<file path="config.mk">
export PLATFORM = sky130hd
export DESIGN_NAME = pwm_channel
export DESIGN_NICKNAME = d
export VERILOG_FILES = /design/src/hdl/pwm_pkg.sv /design/src/hdl/pwm_channel.sv /design/src/hdl/pwm_prescaler.sv
export SDC_FILE = /design/constraint.sdc
export NUM_CORES = 1
export LEC_CHECK = 0
export ABC_AREA = 1
export CORE_ASPECT_RATIO = 1.4
export CORE_MARGIN = 2
export CORE_UTILIZATION = 65
export DETAILED_ROUTE_END_ITERATION = 7
export DONT_BUFFER_PORTS = 1
export GPL_TIMING_DRIVEN = 0
export PLACE_DENSITY = 0.84
export REMOVE_ABC_BUFFERS = 1
export SKIP_CTS_REPAIR_TIMING = 1
export SKIP_LAST_GASP = 1
export SLEW_MARGIN = 20
export SYNTH_ARGS = -nofsm -noshare
export SYNTH_HDL_FRONTEND = slang
export SYNTH_SLANG_ARGS = --single-unit
</file>
<file path="constraint.sdc">
create_clock -name ref_clk -period 6.3 [get_ports ref_clk]
set_input_delay 0 -clock ref_clk [delete_from_list [all_inputs] [get_ports ref_clk]]
set_output_delay 0 -clock ref_clk [all_outputs]
set_load 0.01 [all_outputs]
</file>
<file path="src/hdl/pwm_pkg.sv">
/*
  Shared constants for the pulse modulator channel: register offsets,
  field positions, reset values and the counter clock rate codes.
  Assumes a 32-bit APB register bus, one aligned word per register.
*/
`default_nettype none

package pwm_pkg;

  // ----------------------------------------------------------------
  // Register byte offsets
  // ----------------------------------------------------------------
  localparam logic [7:0] OFS_STATUS_CONTROL = 8'h00;
  localparam logic [7:0] OFS_PERIOD_VALUE   = 8'h04;
  localparam logic [7:0] OFS_WIDTH_VALUE    = 8'h08;
  localparam logic [7:0] OFS_RUNNING_COUNT  = 8'h0C;
  localparam logic [7:0] OFS_IRQ_STATUS     = 8'h10;
  localparam logic [7:0] OFS_IRQ_MASK       = 8'h14;

  // ----------------------------------------------------------------
  // status_control_reg fields
  // ----------------------------------------------------------------
  localparam int BIT_FLAG      = 15;
  localparam int POS_IRQ_LEVEL = 12;
  localparam int BIT_ARB3      = 11;
  localparam int BIT_PIN       = 7;
  localparam int BIT_RELOAD    = 5;
  localparam int BIT_POLARITY  = 4;
  localparam int BIT_ENABLE    = 3;
  localparam int POS_RATE      = 0;

  // ----------------------------------------------------------------
  // Interrupt status / mask bits
  // ----------------------------------------------------------------
  localparam int IRQ_PERIOD_DONE = 0;
  localparam int IRQ_PULSE_START = 1;
  localparam int IRQ_BITS        = 2;

  // ----------------------------------------------------------------
  // Reset values and counts
  // ----------------------------------------------------------------
  localparam logic [15:0] COUNTER_START   = 16'h0001;
  localparam logic [15:0] NEXT_RESET      = 16'h0000;
  localparam logic [2:0]  RATE_SLOWEST    = 3'h7;
  localparam logic [7:0]  MASK_SLOWEST    = 8'hFF;
  localparam logic [1:0]  BASE_DIV_NORMAL = 2'h1;
  localparam logic [1:0]  BASE_DIV_ALT    = 2'h2;

endpackage

`default_nettype wire

</file>
<file path="src/hdl/pwm_channel.sv">
/*
  One pulse width modulation channel with APB registers, double
  buffered period and width, a 16-bit period counter and one output pin.
  Assumes an APB master on ref_clk and a load that samples pwm_pin.
  // Notes on behaviour
  // Disabled: pin constant at polarity level
  // Polarity one inverts the whole waveform
  // Disabled: prescaler reset, comparators inactive
  // Disabled: counter stopped at one
  // Disabled: user registers copied into buffers
  // Enable rise: pulse, count from one, flag
  // Enabled: waveform from buffers, refresh per period
  // Software: zero width period before disabling
  // Eight rates, alternate ratio, changeable anytime
  // Period buffer loads at period end or reload
  // Width buffer loads at period end or reload
  // Disabled: write reaches buffer without delay
  // User registers untouched; buffers hidden
  // Counter read only, one at reset/disabled
  // Flag sticky on completion, clear while disabled
  // Flag cleared by read one, write zero
  // Reload: copy, counter one, flag, pulse
  // Flag set raises request at irq level
  // Width match clears; period match restarts
*/
`timescale 1ns/1ps
`default_nettype none

module pwm_channel
(
  input  wire logic        ref_clk,
  input  wire logic        sys_rst,
  input  wire logic        psel,
  input  wire logic        penable,
  input  wire logic        pwrite,
  input  wire logic [7:0]  paddr,
  input  wire logic [31:0] pwdata,
  output logic [31:0]      prdata,
  output logic             pready,
  output logic             pslverr,
  input  wire logic        prescale_ratio_select,
  output logic             pwm_pin,
  output logic             irq_request,
  output logic [2:0]       irq_level_out,
  output logic             irq
);

  // ----------------------------------------------------------------
  // Register state
  // ----------------------------------------------------------------
  logic [15:0]                  period_next_reg;
  logic [15:0]                  width_next_reg;
  logic [15:0]                  period_buf_q;
  logic [15:0]                  width_buf_q;
  logic [15:0]                  period_counter;
  logic                         period_done_flag;
  logic                         flag_read_armed;
  logic [2:0]                   irq_level;
  logic                         arb_bit;
  logic                         output_polarity;
  logic                         enable;
  logic                         enable_q;
  logic [2:0]                   counter_rate_select;
  logic                         out_ff;
  logic [pwm_pkg::IRQ_BITS-1:0] irq_status;
  logic [pwm_pkg::IRQ_BITS-1:0] irq_mask;
  logic                         count_tick;

  // ----------------------------------------------------------------
  // Bus decode
  // ----------------------------------------------------------------
  wire access   = psel && penable;
  wire wr       = access && pwrite;
  wire rd       = access && !pwrite;
  wire sel_sc   = (paddr == pwm_pkg::OFS_STATUS_CONTROL);
  wire sel_per  = (paddr == pwm_pkg::OFS_PERIOD_VALUE);
  wire sel_wid  = (paddr == pwm_pkg::OFS_WIDTH_VALUE);
  wire sel_cnt  = (paddr == pwm_pkg::OFS_RUNNING_COUNT);
  wire sel_ist  = (paddr == pwm_pkg::OFS_IRQ_STATUS);
  wire sel_imk  = (paddr == pwm_pkg::OFS_IRQ_MASK);
  wire mapped   = sel_sc || sel_per || sel_wid || sel_cnt || sel_ist || sel_imk;
  wire wr_sc    = wr && sel_sc;
  wire wr_per   = wr && sel_per;
  wire wr_wid   = wr && sel_wid;
  wire wr_ist   = wr && sel_ist;
  wire wr_imk   = wr && sel_imk;

  assign pready  = 1'b1;
  assign pslverr = access && !mapped;

  // ----------------------------------------------------------------
  // Channel control decode
  // ----------------------------------------------------------------
  wire enable_rise = enable && !enable_q;
  // Reload while disabled does nothing: the buffers already track
  wire reload      = wr_sc && pwdata[pwm_pkg::BIT_RELOAD] && enable;
  // Disabled: buffers follow the user registers in the same cycle
  wire [15:0] period_active_buf = enable ? period_buf_q : period_next_reg;
  wire [15:0] width_active_buf  = enable ? width_buf_q : width_next_reg;
  // Comparators only act on a counter tick while enabled
  wire period_match = enable && count_tick
                      && (period_counter == period_active_buf);
  wire width_match  = enable && count_tick
                      && (period_counter == width_active_buf);
  wire period_end   = period_match || reload;
  wire width_nz     = (width_next_reg != pwm_pkg::NEXT_RESET);
  wire flag_set     = enable && (enable_rise || period_end);
  wire flag_clear   = wr_sc && !pwdata[pwm_pkg::BIT_FLAG] && flag_read_armed;
  wire pulse_start  = enable && (enable_rise || (period_end && width_nz));
  wire next_pin     = out_ff ^ output_polarity;

  wire [15:0] sc_read = {period_done_flag, irq_level, arb_bit, 3'h0, pwm_pin, 2'h0,
                         output_polarity, enable, counter_rate_select};

  // ----------------------------------------------------------------
  // Read data, registered in the setup cycle
  // ----------------------------------------------------------------
  wire [31:0] next_prdata =
      sel_sc  ? {16'h0000, sc_read} :
      sel_per ? {16'h0000, period_next_reg} :
      sel_wid ? {16'h0000, width_next_reg} :
      sel_cnt ? {16'h0000, period_counter} :
      sel_ist ? {30'h0000_0000, irq_status} :
      sel_imk ? {30'h0000_0000, irq_mask} : 32'h0000_0000;

  always_ff @(posedge ref_clk or posedge sys_rst)
  begin
    if (sys_rst)
      prdata <= 32'h0000_0000;
    else if (psel && !penable)
      prdata <= next_prdata;
  end

  // ----------------------------------------------------------------
  // Control and user registers
  // ----------------------------------------------------------------
  always_ff @(posedge ref_clk or posedge sys_rst)
  begin
    if (sys_rst)
    begin
      irq_level           <= 3'h0;
      arb_bit             <= 1'b0;
      output_polarity     <= 1'b0;
      enable              <= 1'b0;
      counter_rate_select <= 3'h0;
    end
    else if (wr_sc)
    begin
      irq_level           <= pwdata[pwm_pkg::POS_IRQ_LEVEL +: 3];
      arb_bit             <= pwdata[pwm_pkg::BIT_ARB3];
      output_polarity     <= pwdata[pwm_pkg::BIT_POLARITY];
      enable              <= pwdata[pwm_pkg::BIT_ENABLE];
      counter_rate_select <= pwdata[pwm_pkg::POS_RATE +: 3];
    end
  end

  // Only software writes these; hardware never modifies them
  always_ff @(posedge ref_clk or posedge sys_rst)
  begin
    if (sys_rst)
    begin
      period_next_reg <= pwm_pkg::NEXT_RESET;
      width_next_reg  <= pwm_pkg::NEXT_RESET;
    end
    else
    begin
      if (wr_per)
        period_next_reg <= pwdata[15:0];
      if (wr_wid)
        width_next_reg <= pwdata[15:0];
    end
  end

  // ----------------------------------------------------------------
  // Active buffers, hidden from the bus
  // ----------------------------------------------------------------
  always_ff @(posedge ref_clk or posedge sys_rst)
  begin
    if (sys_rst)
    begin
      period_buf_q <= pwm_pkg::NEXT_RESET;
      width_buf_q  <= pwm_pkg::NEXT_RESET;
    end
    else if (!enable || period_end)
    begin
      period_buf_q <= period_next_reg;
      width_buf_q  <= width_next_reg;
    end
  end

  // ----------------------------------------------------------------
  // Period counter
  // ----------------------------------------------------------------
  always_ff @(posedge ref_clk or posedge sys_rst)
  begin
    if (sys_rst)
      period_counter <= pwm_pkg::COUNTER_START;
    else if (!enable || enable_rise || period_end)
      period_counter <= pwm_pkg::COUNTER_START;
    else if (count_tick)
      period_counter <= 16'(period_counter + 16'h0001);
  end

  // ----------------------------------------------------------------
  // Output flip-flop and pin
  // ----------------------------------------------------------------
  always_ff @(posedge ref_clk or posedge sys_rst)
  begin
    if (sys_rst)
      out_ff <= 1'b0;
    else if (!enable)
      out_ff <= 1'b0;
    else if (enable_rise)
      out_ff <= 1'b1;
    else if (period_end)
      out_ff <= width_nz;
    else if (width_match)
      out_ff <= 1'b0;
  end

  // Registered so the pin never glitches on a polarity write
  always_ff @(posedge ref_clk or posedge sys_rst)
  begin
    if (sys_rst)
    begin
      pwm_pin  <= 1'b0;
      enable_q <= 1'b0;
    end
    else
    begin
      pwm_pin  <= next_pin;
      enable_q <= enable;
    end
  end

  // ----------------------------------------------------------------
  // Period done flag: set wins over clear
  // ----------------------------------------------------------------
  always_ff @(posedge ref_clk or posedge sys_rst)
  begin
    if (sys_rst)
    begin
      period_done_flag <= 1'b0;
      flag_read_armed  <= 1'b0;
    end
    else
    begin
      if (!enable)
        period_done_flag <= 1'b0;
      else if (flag_set)
        period_done_flag <= 1'b1;
      else if (flag_clear)
        period_done_flag <= 1'b0;
      if (rd && sel_sc && period_done_flag)
        flag_read_armed <= 1'b1;
      else if (wr_sc || !period_done_flag)
        flag_read_armed <= 1'b0;
    end
  end

  assign irq_request   = period_done_flag && (irq_level != 3'h0);
  assign irq_level_out = irq_level;

  // ----------------------------------------------------------------
  // Interrupt status and mask
  // ----------------------------------------------------------------
  wire [pwm_pkg::IRQ_BITS-1:0] irq_events = {pulse_start, flag_set};
  wire [pwm_pkg::IRQ_BITS-1:0] irq_w1c    = wr_ist ? pwdata[pwm_pkg::IRQ_BITS-1:0]
                                                   : '0;

  always_ff @(posedge ref_clk or posedge sys_rst)
  begin
    if (sys_rst)
    begin
      irq_status <= '0;
      irq_mask   <= '0;
    end
    else
    begin
      irq_status <= (irq_status & ~irq_w1c) | irq_events;
      if (wr_imk)
        irq_mask <= pwdata[pwm_pkg::IRQ_BITS-1:0];
    end
  end

  assign irq = |(irq_status & irq_mask);

  // ----------------------------------------------------------------
  // Counter clock
  // ----------------------------------------------------------------
  pwm_prescaler i_pwm_prescaler
  (
    .ref_clk     (ref_clk),
    .sys_rst     (sys_rst),
    .run         (enable && !enable_rise),
    .ratio_alt   (prescale_ratio_select),
    .rate_select (counter_rate_select),
    .count_tick  (count_tick)
  );

endmodule

`default_nettype wire

</file>
<file path="src/hdl/pwm_prescaler.sv">
/*
  Counter clock prescaler: a divide-by-2 or divide-by-3 base stage and
  an 8-bit divide stage with eight selectable taps.
  Assumes rate and ratio select are on the ref_clk domain.
*/
`timescale 1ns/1ps
`default_nettype none

module pwm_prescaler
(
  input  wire logic       ref_clk,
  input  wire logic       sys_rst,
  input  wire logic       run,
  input  wire logic       ratio_alt,
  input  wire logic [2:0] rate_select,
  output logic            count_tick
);

  logic [1:0] base_cnt;
  logic [7:0] div_cnt;
  wire  [1:0] base_top  = ratio_alt ? pwm_pkg::BASE_DIV_ALT : pwm_pkg::BASE_DIV_NORMAL;
  wire        base_tick = run && (base_cnt >= base_top);
  wire  [7:0] tap_mask  = (rate_select == pwm_pkg::RATE_SLOWEST) ? pwm_pkg::MASK_SLOWEST
                        : 8'((9'h001 << rate_select) - 9'h001);

  // ----------------------------------------------------------------
  // Divider chain, held cleared while the channel is off
  // ----------------------------------------------------------------
  always_ff @(posedge ref_clk or posedge sys_rst)
  begin
    if (sys_rst)
    begin
      base_cnt <= 2'h0;
      div_cnt  <= 8'h00;
    end
    else if (!run)
    begin
      base_cnt <= 2'h0;
      div_cnt  <= 8'h00;
    end
    else
    begin
      base_cnt <= base_tick ? 2'h0 : 2'(base_cnt + 2'h1);
      if (base_tick)
        div_cnt <= 8'(div_cnt + 8'h01);
    end
  end

  // Code may change at any time; a change only moves the next tap hit
  assign count_tick = base_tick && ((div_cnt & tap_mask) == tap_mask);

endmodule

`default_nettype wire

</file>
==> flow_metrics.tcl, run 1 <==
set metrics [dict create \
    tns_ns 0 \
    first_global_vias 6002 \
    status "finished, violations left" \
    syn2layout_area_growth_pct 11.6 \
    synth-seq-area-share 0.440 \
    worstSkewPairLatency_ns 0.41 \
    core_um2 10700 \
    wl_per_cell_um 16.3 \
    via_per_inst 5.76 \
    critPathMaxStageDelay_ns 0.74 \
    ys.flop_type "dfrtp_1" \
    setup_viol 0 \
    path_clk_slew_ns 0.05 \
    drt-pass1-iter-count 8 \
    tightest_slew_ns 1.06 \
    drt_wl_total_um 18000 \
    synth_cells 934 \
    ys_ff_latch 124 \
    nets 1000 \
    critPathKind "reg2reg" \
    p_per_area_nw_per_um2 256 \
    fin_ws_ns 3.28 \
    drv_slew 0 \
    slew_headroom 0.292 \
    drt_iter0_drc 642 \
    ant_nets 0 \
    antenna_cells 0 \
    cp_top_family "simple AND/OR/NAND/NOR gates" \
    period_needed_ns 3.02 \
    ys_types 39 \
    synth_top_area_frac 0.436 \
    rsz0062_at_grt "no" \
    hpwl_um 11300 \
    grtUsageTotal 0.308 \
    ios 86 \
    dieWidth_um 92.1 \
    crit_buf_inv 1 \
    die_y_um 127 \
    final_cell_mix "nand2_1, dfrtp_1, inv_1, o21ai_0, nor2_1" \
    finalCritPeriodShare 0.479 \
    power.ir.vdd_worst_mv 0.192 \
    finish.utilization 0.736 \
    pre_cts_ws_ns 3.37 \
    start_util 0.660 \
    post-route-drc-count 7 \
    gp_congestion 0.910 \
    clock_sinks 124 \
    finalHoldViolations 0 \
    violations "design-rule violations" \
    cp.arrival_ns 3.36 \
    clockRootBuffer "clkbuf_16" \
    path_max_fanout 54 \
    fmax_mhz 331 \
    crit_path_cell_trace "nor2_4, nand2_2, ha_1, inv_1, nand4_1, nand3_1, nand2_1, nand2_2, nor2_8, nand3_4, nand2_4, nor2_8, nand2_1, nand2_1" \
    vias 6346 \
    die_area_um2 11700 \
    cts_inserted_buffers 17 \
    cts_max_level 4 \
    syn_avg_cell_area_um2 7.56 \
    syn_area_um2 7060 \
    grt_max_degree 80 \
    p_leak_nw 3.89 \
    clockBufferDepth 2 \
    port_buffers 0 \
    overflow 0 \
    synthTopCellsByArea "dfrtp_1, nand2_1, o21ai_0" \
    fillers 810 \
    final_common_cell "nand2_1" \
    synth_top_area_cell "dfrtp_1" \
    grt_pass1_wl_um 28300 \
    synth_edf_count 0 \
    critPathCaptureType "register" \
    cap_violations 0 \
    min_path_type "in2reg" \
    rows 45 \
    startpoint_type "register" \
    hold_slack_ns 0.0130 \
    async_flop_share 1.00 \
    ys_warn_count 0 \
    required_ns 6.64 \
    crit_top_cell "nand2_1" \
    cpMaxStageDelayCell "nor2_8" \
    antenna_found_initial 0 \
    cts_tree "built" \
    drive_gt1_frac 0.0938 \
    clock_skew_ns 0.00784 \
]
-- final timing paths --
path,start,to,slack (ns),depth (start not counted)
min in group asynchronous,sys_rst,prdata[2],0.10,2
max,counter_rate_select[2],period_buf_q[2],3.28,14
max reg2reg,counter_rate_select[2],period_buf_q[2],3.28,14
max in group asynchronous,sys_rst,period_counter[0],5.43,3
min,pwdata[5],period_counter[12],0.01,4
min reg2reg,i_pwm_prescaler.div_cnt[7],i_pwm_prescaler.div_cnt[7],0.46,1
-- through the flow --
step	area, µm²	power, mW	std cells
6_report	7880	2.02	1101
4_1_cts	7570	2.01	1071
3_5_place_dp	7030	1.10	1041
5_1_grt	7880	2.10	1101
2_1_floorplan	6780	1.04	897
3_3_place_gp	6950	1.08	1038
-- routing by layer --
layer  track usage  part of all wire  up-vias
met5             0                 0        -
met4         0.158             0.041        0
met3        0.0690             0.052       59
met2         0.535              0.52      269
met1         0.355              0.39     3018
li1              -                 -     3000
-- synthesized netlist by cell type (2+ instances only) --
| master | number |
|---|---|
| conb_1 | 2 |
| o21ai_2 | 22 |
| dfrtp_1 | 123 |
| a21oi_1 | 32 |
| xor2_1 | 22 |
| nor4_1 | 8 |
| nand3_2 | 4 |
| o22ai_1 | 16 |
| nor3_1 | 22 |
| o21ai_0 | 91 |
| clkbuf_1 | 17 |
| buf_4 | 20 |
| nand3_1 | 46 |
| buf_6 | 6 |
| clkinv_1 | 3 |
| a31oi_1 | 2 |
| nand4_1 | 11 |
| inv_2 | 3 |
| buf_2 | 8 |
| nand2_2 | 14 |
| nor2_8 | 2 |
| ha_1 | 5 |
| nor2_2 | 4 |
| nor2_1 | 60 |
| inv_1 | 107 |
| nand2_1 | 271 |
-- area by class of cell --
class	instances	area, µm²	share of cell area
clock buffers	21	450	0.0572
multi-input cells	659	3250	0.412
well taps	141	176	0.0224
clock inverters	9	97.6	0.0124
flip-flops and latches	124	3110	0.394
inverters	114	435	0.0553
repair buffers	33	363	0.0461
-- cell families (layout without fill, tap and decap cells) --
group	count (synthesis)	in the layout	share of synthesized area
AOI/OAI and AO/OA	166	166	0.134
xor gates and xnor gates	23	23	0.0285
adders and majority gates	5	5	0.00887
buffers and inverters	166	177	0.109
DFF	124	124	0.440
other	2	17	0.00106
and+or+nand+nor	448	448	0.279
-- worst register-to-register path: cells and delay by family, from the launching register on --
family	cells	cell delay, ns
AND/OR/NAND/NOR	12	2.06
flip-flops	1	0.50
adder cells (fa/ha/maj)	1	0.25
buffers and inverters	1	0.13
-- power by group --
part	internal, mW	leakage (nW)	total [mW]	switching (mW)
combinational	0.0730	1.97	0.219	0.146
clock	0.582	0.272	0.918	0.336
sequential	0.840	1.64	0.882	0.0421
total	1.50	3.89	2.02	0.524
No activity file was read; power rests on OpenSTA's default activity.
==> run 2: changes to the inputs <==
--- a/config.mk
+++ b/config.mk
@@ -5,14 +5,14 @@
 export SDC_FILE = /design/constraint.sdc
 export NUM_CORES = 1
 export LEC_CHECK = 0
-export ABC_AREA = 1
+export ABC_AREA = 0
 export CORE_ASPECT_RATIO = 1.4
 export CORE_MARGIN = 2
-export CORE_UTILIZATION = 65
+export CORE_UTILIZATION = 58
 export DETAILED_ROUTE_END_ITERATION = 7
 export DONT_BUFFER_PORTS = 1
 export GPL_TIMING_DRIVEN = 0
-export PLACE_DENSITY = 0.84
+export PLACE_DENSITY = 0.79
 export REMOVE_ABC_BUFFERS = 1
 export SKIP_CTS_REPAIR_TIMING = 1
 export SKIP_LAST_GASP = 1
==> constraint.sdc (replaced) <==
create_clock -name ref_clk -period 2.4 [get_ports ref_clk]
set_input_delay 0 -clock ref_clk [delete_from_list [all_inputs] [get_ports ref_clk]]
set_output_delay 0 -clock ref_clk [all_outputs]
set_load 0.01 [all_outputs]
==> run 2 against run 1 <==
Effect of this change:
- the flow finishes with violations (negative setup slack)
- non-clock buffer count increased by 35
- count of clock-buffer cells in the layout increased by 3
- first-iteration DRC count decreased by 14%
- highest routed layer unchanged
- largest power group unchanged
- largest cell class unchanged
- synthesized cell count decreased by 38%
- power increased to 2.6 times the previous value
- critical endpoint is now period_counter[15]
- wire length increased by 8.4%
- die area increased by 5.6%
- register-to-register slack got worse by 3.7 ns
- synthesized area decreased by 5.5%
==> flow_metrics.tcl, run 2 <==
set metrics [dict create \
    nets 676 \
    cts_tree "built" \
    path_max_fanout 8 \
    critPathKind "reg2reg" \
    startpoint_type "register" \
    rsz0062_at_grt "yes" \
    core_um2 11300 \
    fmax_mhz 353 \
    ios 86 \
    p_leak_nw 3.66 \
    async_flop_share 1.00 \
    timing.rr.end "period_counter[15]" \
    first_global_vias 4655 \
    die_y_um 131 \
    synth_edf_count 0 \
    finalCritPeriodShare 1.18 \
    final_common_cell "dfrtp_1" \
    path_clk_slew_ns 0.05 \
    fillers 677 \
    crit_buf_inv 2 \
    finalInstanceArea_um2 8200 \
    hold_end "irq_mask[0]" \
    fin_ws_ns -0.429 \
    ys.flop_type "dfrtp_1" \
    post-route-drc-count 0 \
    syn2layout_area_growth_pct 23.0 \
    drv_slew 0 \
    synth-seq-area-share 0.466 \
    synth_top_area_cell "dfrtp_1" \
    critPathCaptureType "register" \
    min_path_type "in2reg" \
    period_needed_ns 2.83 \
    place_area_um2 6700 \
    antenna_found_initial 0 \
    hold_depth 3 \
    min_from "psel" \
    clockBufferDepth 2 \
    cap_violations 0 \
    setup_viol 51 \
    dieWidth_um 94.6 \
    drt_iter0_drc 550 \
    rows 46 \
    cts_inserted_buffers 17 \
    ys_types 53 \
    worstSkewPairLatency_ns 0.42 \
    die_area_um2 12400 \
    crit_path_cell_trace "nor2_1, nand2_1, ha_4, a21oi_2, a211oi_2, buf_4, nand4_1, buf_6, or3_1, a21oi_1" \
    rr_worst_depth 10 \
    via_per_inst 6.77 \
    tightest_slew_ns 1.12 \
    synthMostInstantiatedCell "dfrtp_1" \
    wl_per_cell_um 25.0 \
    ant_nets 0 \
    drt_wl_total_um 19500 \
    crit_start "counter_rate_select[2]" \
    gp_congestion 0.864 \
    drive_gt1_frac 0.314 \
    syn_area_um2 6670 \
    critPathMaxStageDelay_ns 0.47 \
    cp.arrival_ns 3.16 \
    clock_sinks 124 \
    cts_max_level 4 \
    synth_cells 578 \
    status "finished, violations left" \
    grt_pass1_wl_um 24100 \
    vias 5291 \
    antenna_cells 0 \
    synth_top_area_frac 0.462 \
    synthTopCellsByArea "dfrtp_1, mux2_2, mux2_4" \
    grtUsageTotal 0.257 \
    synth_common_cells "dfrtp_1, mux2_2, xnor2_1" \
    ys_ff_latch 124 \
    finalHoldViolations 0 \
    final_cell_mix "dfrtp_1, mux2_2, xnor2_1, mux2_4, mux2i_1" \
    power.ir.vdd_worst_mv 0.459 \
    hpwl_um 10100 \
    port_buffers 0 \
    drt-pass1-iter-count 8 \
    required_ns 2.73 \
    clock_skew_ns 0.00885 \
    clockRootBuffer "clkbuf_16" \
    finish.utilization 0.726 \
    overflow 0 \
    rrSetupSlack_ns -0.43 \
    violations "negative setup slack" \
    pre_cts_ws_ns -1.11 \
    start_util 0.591 \
    tns_ns -16.55 \
    slew_headroom 0.248 \
    p_per_area_nw_per_um2 641 \
    cpMaxStageDelayCell "dfrtp_2" \
    grt_max_degree 64 \
    ys_warn_count 0 \
    syn_avg_cell_area_um2 11.5 \
    cp_top_family "simple AND/OR/NAND/NOR gates" \
    r2r_start "counter_rate_select[2]" \
    hold_slack_ns 0.00721 \
]
run 2: cell types whose count changed in the layout (fill, tap and decap cells not counted), sizes merged, moves of 44 or more:
| cell | delta |
|---|---|
| nand2 | -258 |
| inv | -101 |
| o21ai | -90 |
| mux2 | +77 |
| nor2 | -48 |
| nand3 | -44 |
run 2: area by class of cell:
type                    instances  area (µm²)  area share
clock inverters                 7         135      0.0165
flip-flops and latches        124        3110       0.380
multi-input cells             404        3460       0.422
repair buffers                 68         768      0.0937
inverters                      10        42.5     0.00519
clock buffers                  24         502      0.0612
well taps                     144         180      0.0220
run 2: worst min-delay path, delay by kind of cell:
family	cells	cell delay, ns
simple gates	2	0.23
mux	1	0.15
run 2: kinds of logic after synthesis:
logic type,after synthesis,share of synthesized area
flip-flops,124,0.466
XOR/XNOR,44,0.0578
AND/OR/NAND/NOR,119,0.0950
other,2,0.00113
buffers and inverters,65,0.0571
adder cells (fa/ha/maj),5,0.00939
multiplexers,111,0.198
AO/OA/AOI/OAI,108,0.116
run 2: worst max-delay path by stage:
stage | endpoint | slack [ns] | cells past startpoint
final | period_counter[15] | -0.43 | 10
after detailed placement | period_buf_q[13] | -1.11 | 8
after global routing | period_counter[15] | -0.48 | 10
after global placement | period_buf_q[13] | -2.66 | 5
after floorplan | period_buf_q[13] | -1.51 | 5
after CTS | period_buf_q[13] | -1.15 | 8
run 2: routing by layer:
| layer | track usage | part of all wire | vias to the layer above |
|---|---|---|---|
| met4 | 0.0946 | 0.045 | 0 |
| met3 | 0.0677 | 0.087 | 87 |
| met2 | 0.432 | 0.51 | 376 |
| li1 | - | - | 2175 |
| met1 | 0.320 | 0.36 | 2653 |
| met5 | 0 | 0 | - |
run 2: where the power goes:
group          total, mW  internal [mW]  switching [mW]
sequential          2.19           2.14          0.0539
clock               2.77           1.87           0.908
combinational      0.285          0.124           0.162
run 2: through the flow:
| step | total power, mW | instances |
|---|---|---|
| 6_report | 5.25 | 781 |
| 5_1_grt | 5.39 | 781 |
| 4_1_cts | 5.17 | 718 |
| 3_5_place_dp | 2.43 | 687 |
| 3_3_place_gp | 2.41 | 682 |
| 2_1_floorplan | 2.37 | 538 |
==> run 3: changes to the inputs <==
--- a/config.mk
+++ b/config.mk
@@ -20,3 +20,4 @@
 export SYNTH_ARGS = -nofsm -noshare
 export SYNTH_HDL_FRONTEND = slang
 export SYNTH_SLANG_ARGS = --single-unit
+export TNS_END_PERCENT = 5
==> run 3 against run 2 <==
Effect of this change:
- critical path type unchanged
- critical path depth fell by 1
- core utilization fell by 1.4 points
- hold slack got worse by 0.049 ns
- wire length fell by 6.9%
- worst setup slack improved by 0.096 ns
- highest routed layer unchanged
- global-route usage did not move
- the flow finishes with violations (negative hold slack, negative setup slack)
- die area did not move
==> flow_metrics.tcl, run 3 (synthesized netlist as in run 2, its figures left out) <==
set metrics [dict create \
    switchingPower_mw 1.13 \
    timing.rr.end "period_buf_q[5]" \
    cts_tree "built" \
    power_frac_comb 0.053 \
    pre_cts_ws_ns -1.11 \
    hold_depth 3 \
    worstSkewPairLatency_ns 0.42 \
    pwr-share-seq 0.417 \
    crit_buf_inv 3 \
    post_layout_nonfiller_instances 774 \
    antenna_cells 0 \
    hold_slack_ns -0.0414 \
    rr_worst_depth 9 \
    status "finished, violations left" \
    vias 5134 \
    required_ns 2.70 \
    clockBufferDepth 2 \
    hpwl_um 10100 \
    rrSetupSlack_ns -0.33 \
    core_um2 11300 \
    drt_iter0_drc 494 \
    internal-power_mw 4.13 \
    drt_wl_total_um 18200 \
    cts_inserted_buffers 17 \
    post-route-drc-count 0 \
    crit_path_cell_trace "buf_8, mux2i_4, xnor2_2, nor4_2, nand4_2, o21ai_4, buf_12, clkbuf_16, mux2_4" \
    path_max_fanout 7 \
    critPathKind "reg2reg" \
    p_leak_nw 3.60 \
    critPathCaptureType "register" \
    min_from "paddr[2]" \
    grt_pass1_wl_um 24100 \
    hold_end "prdata[13]" \
    tightest_slew_ns 1.03 \
    cts_max_level 4 \
    drt-pass1-iter-count 5 \
    ant_nets 0 \
    grt_max_degree 64 \
    die_area_um2 12400 \
    r2r_start "enable" \
    p_per_area_nw_per_um2 654 \
    start_util 0.591 \
    drv_slew 0 \
    overflow 0 \
    rsz0062_at_grt "yes" \
    startpoint_type "register" \
    power.ir.vdd_worst_mv 0.502 \
    fmax_mhz 366 \
    ios 86 \
    drive_gt1_frac 0.284 \
    syn2layout_area_growth_pct 20.5 \
    cp_top_family "simple AND/OR/NAND/NOR gates" \
    final_cell_mix "dfrtp_1, mux2_2, xnor2_1, mux2_4, mux2i_1" \
    final_common_cell "dfrtp_1" \
    fin_ws_ns -0.334 \
    port_buffers 0 \
    clock_sinks 124 \
    slew_headroom 0.310 \
    clkPwrFrac 0.530 \
    gp_congestion 0.864 \
    rows 46 \
    dieWidth_um 94.6 \
    setup_viol 52 \
    cap_violations 0 \
    clockRootBuffer "clkbuf_16" \
    wl_per_cell_um 23.5 \
    cp.arrival_ns 3.03 \
    fillers 702 \
    p_total_mw 5.25 \
    violations "negative hold slack, negative setup slack" \
    p_sw_frac 0.215 \
    first_global_vias 4655 \
    period_needed_ns 2.73 \
    antenna_found_initial 0 \
    grtUsageTotal 0.257 \
    dp_cells 687 \
    nets 669 \
    via_per_inst 6.63 \
    die_y_um 131 \
    path_clk_slew_ns 0.06 \
    clock_skew_ns 0.0103 \
    min_path_type "in2reg" \
    critPathMaxStageDelay_ns 0.55 \
    finalCritPeriodShare 1.14 \
    cpMaxStageDelayCell "dfrtp_4" \
    finalHoldViolations 2 \
]
run 3: cell count changes in the layout (fill, tap and decap cells not counted), sizes merged:
cell,previous run,this run
buf,46,39
run 3: worst max path at each step:
| stage | from | to | cells after the start |
|---|---|---|---|
| after floorplan | enable | period_buf_q[13] | 5 |
| after global placement | enable | period_buf_q[13] | 5 |
| after detailed placement | enable | period_buf_q[13] | 8 |
| after CTS | enable | period_buf_q[13] | 8 |
| after global routing | enable | period_buf_q[12] | 9 |
| final | enable | period_buf_q[5] | 9 |
run 3: area by class of cell:
cell class,count,area (µm²),share of cell area
Sequential cell,124,3110,0.387
Clock inverter,7,135,0.0168
Multi-Input combinational cell,404,3380,0.421
Tap cell,144,180,0.0224
Clock buffer,24,502,0.0625
Timing Repair Buffer,61,677,0.0843
Inverter,10,42.5,0.00530
run 3: power by group through the flow:
stage,clock network [mW],logic (mW),registers [mW]
global route,2.89,0.302,2.19
detailed placement,0,0.203,2.22
global placement,0,0.184,2.22
finish,2.78,0.279,2.19
CTS,2.78,0.203,2.19
floorplan,0,0.154,2.21
run 3: tightest hold or removal path, delay by kind of cell:
kind / cells / cell delay, ns
AOI/OAI and AO/OA: 3 / 0.35
run 3: through the flow:
stage               hold slack, ns  TNS (ns)  utilization  cell area (µm²)
CTS                         -0.464    -49.23        0.650             7330
detailed placement         -0.0252    -49.01        0.594             6700
floorplan                    0.141   -171.21            -             6380
global route               0.00398    -18.04        0.712             8030
global placement             0.151   -390.16        0.581             6560
finish                     -0.0414    -14.11        0.712             8030
run 3: layer usage:
layer / vias up / GRT usage / part of all wire
met5: - / 0 / 0
met4: 0 / 0.0946 / 0.038
met3: 70 / 0.0677 / 0.074
met2: 284 / 0.432 / 0.51
met1: 2613 / 0.320 / 0.37
li1: 2167 / - / -
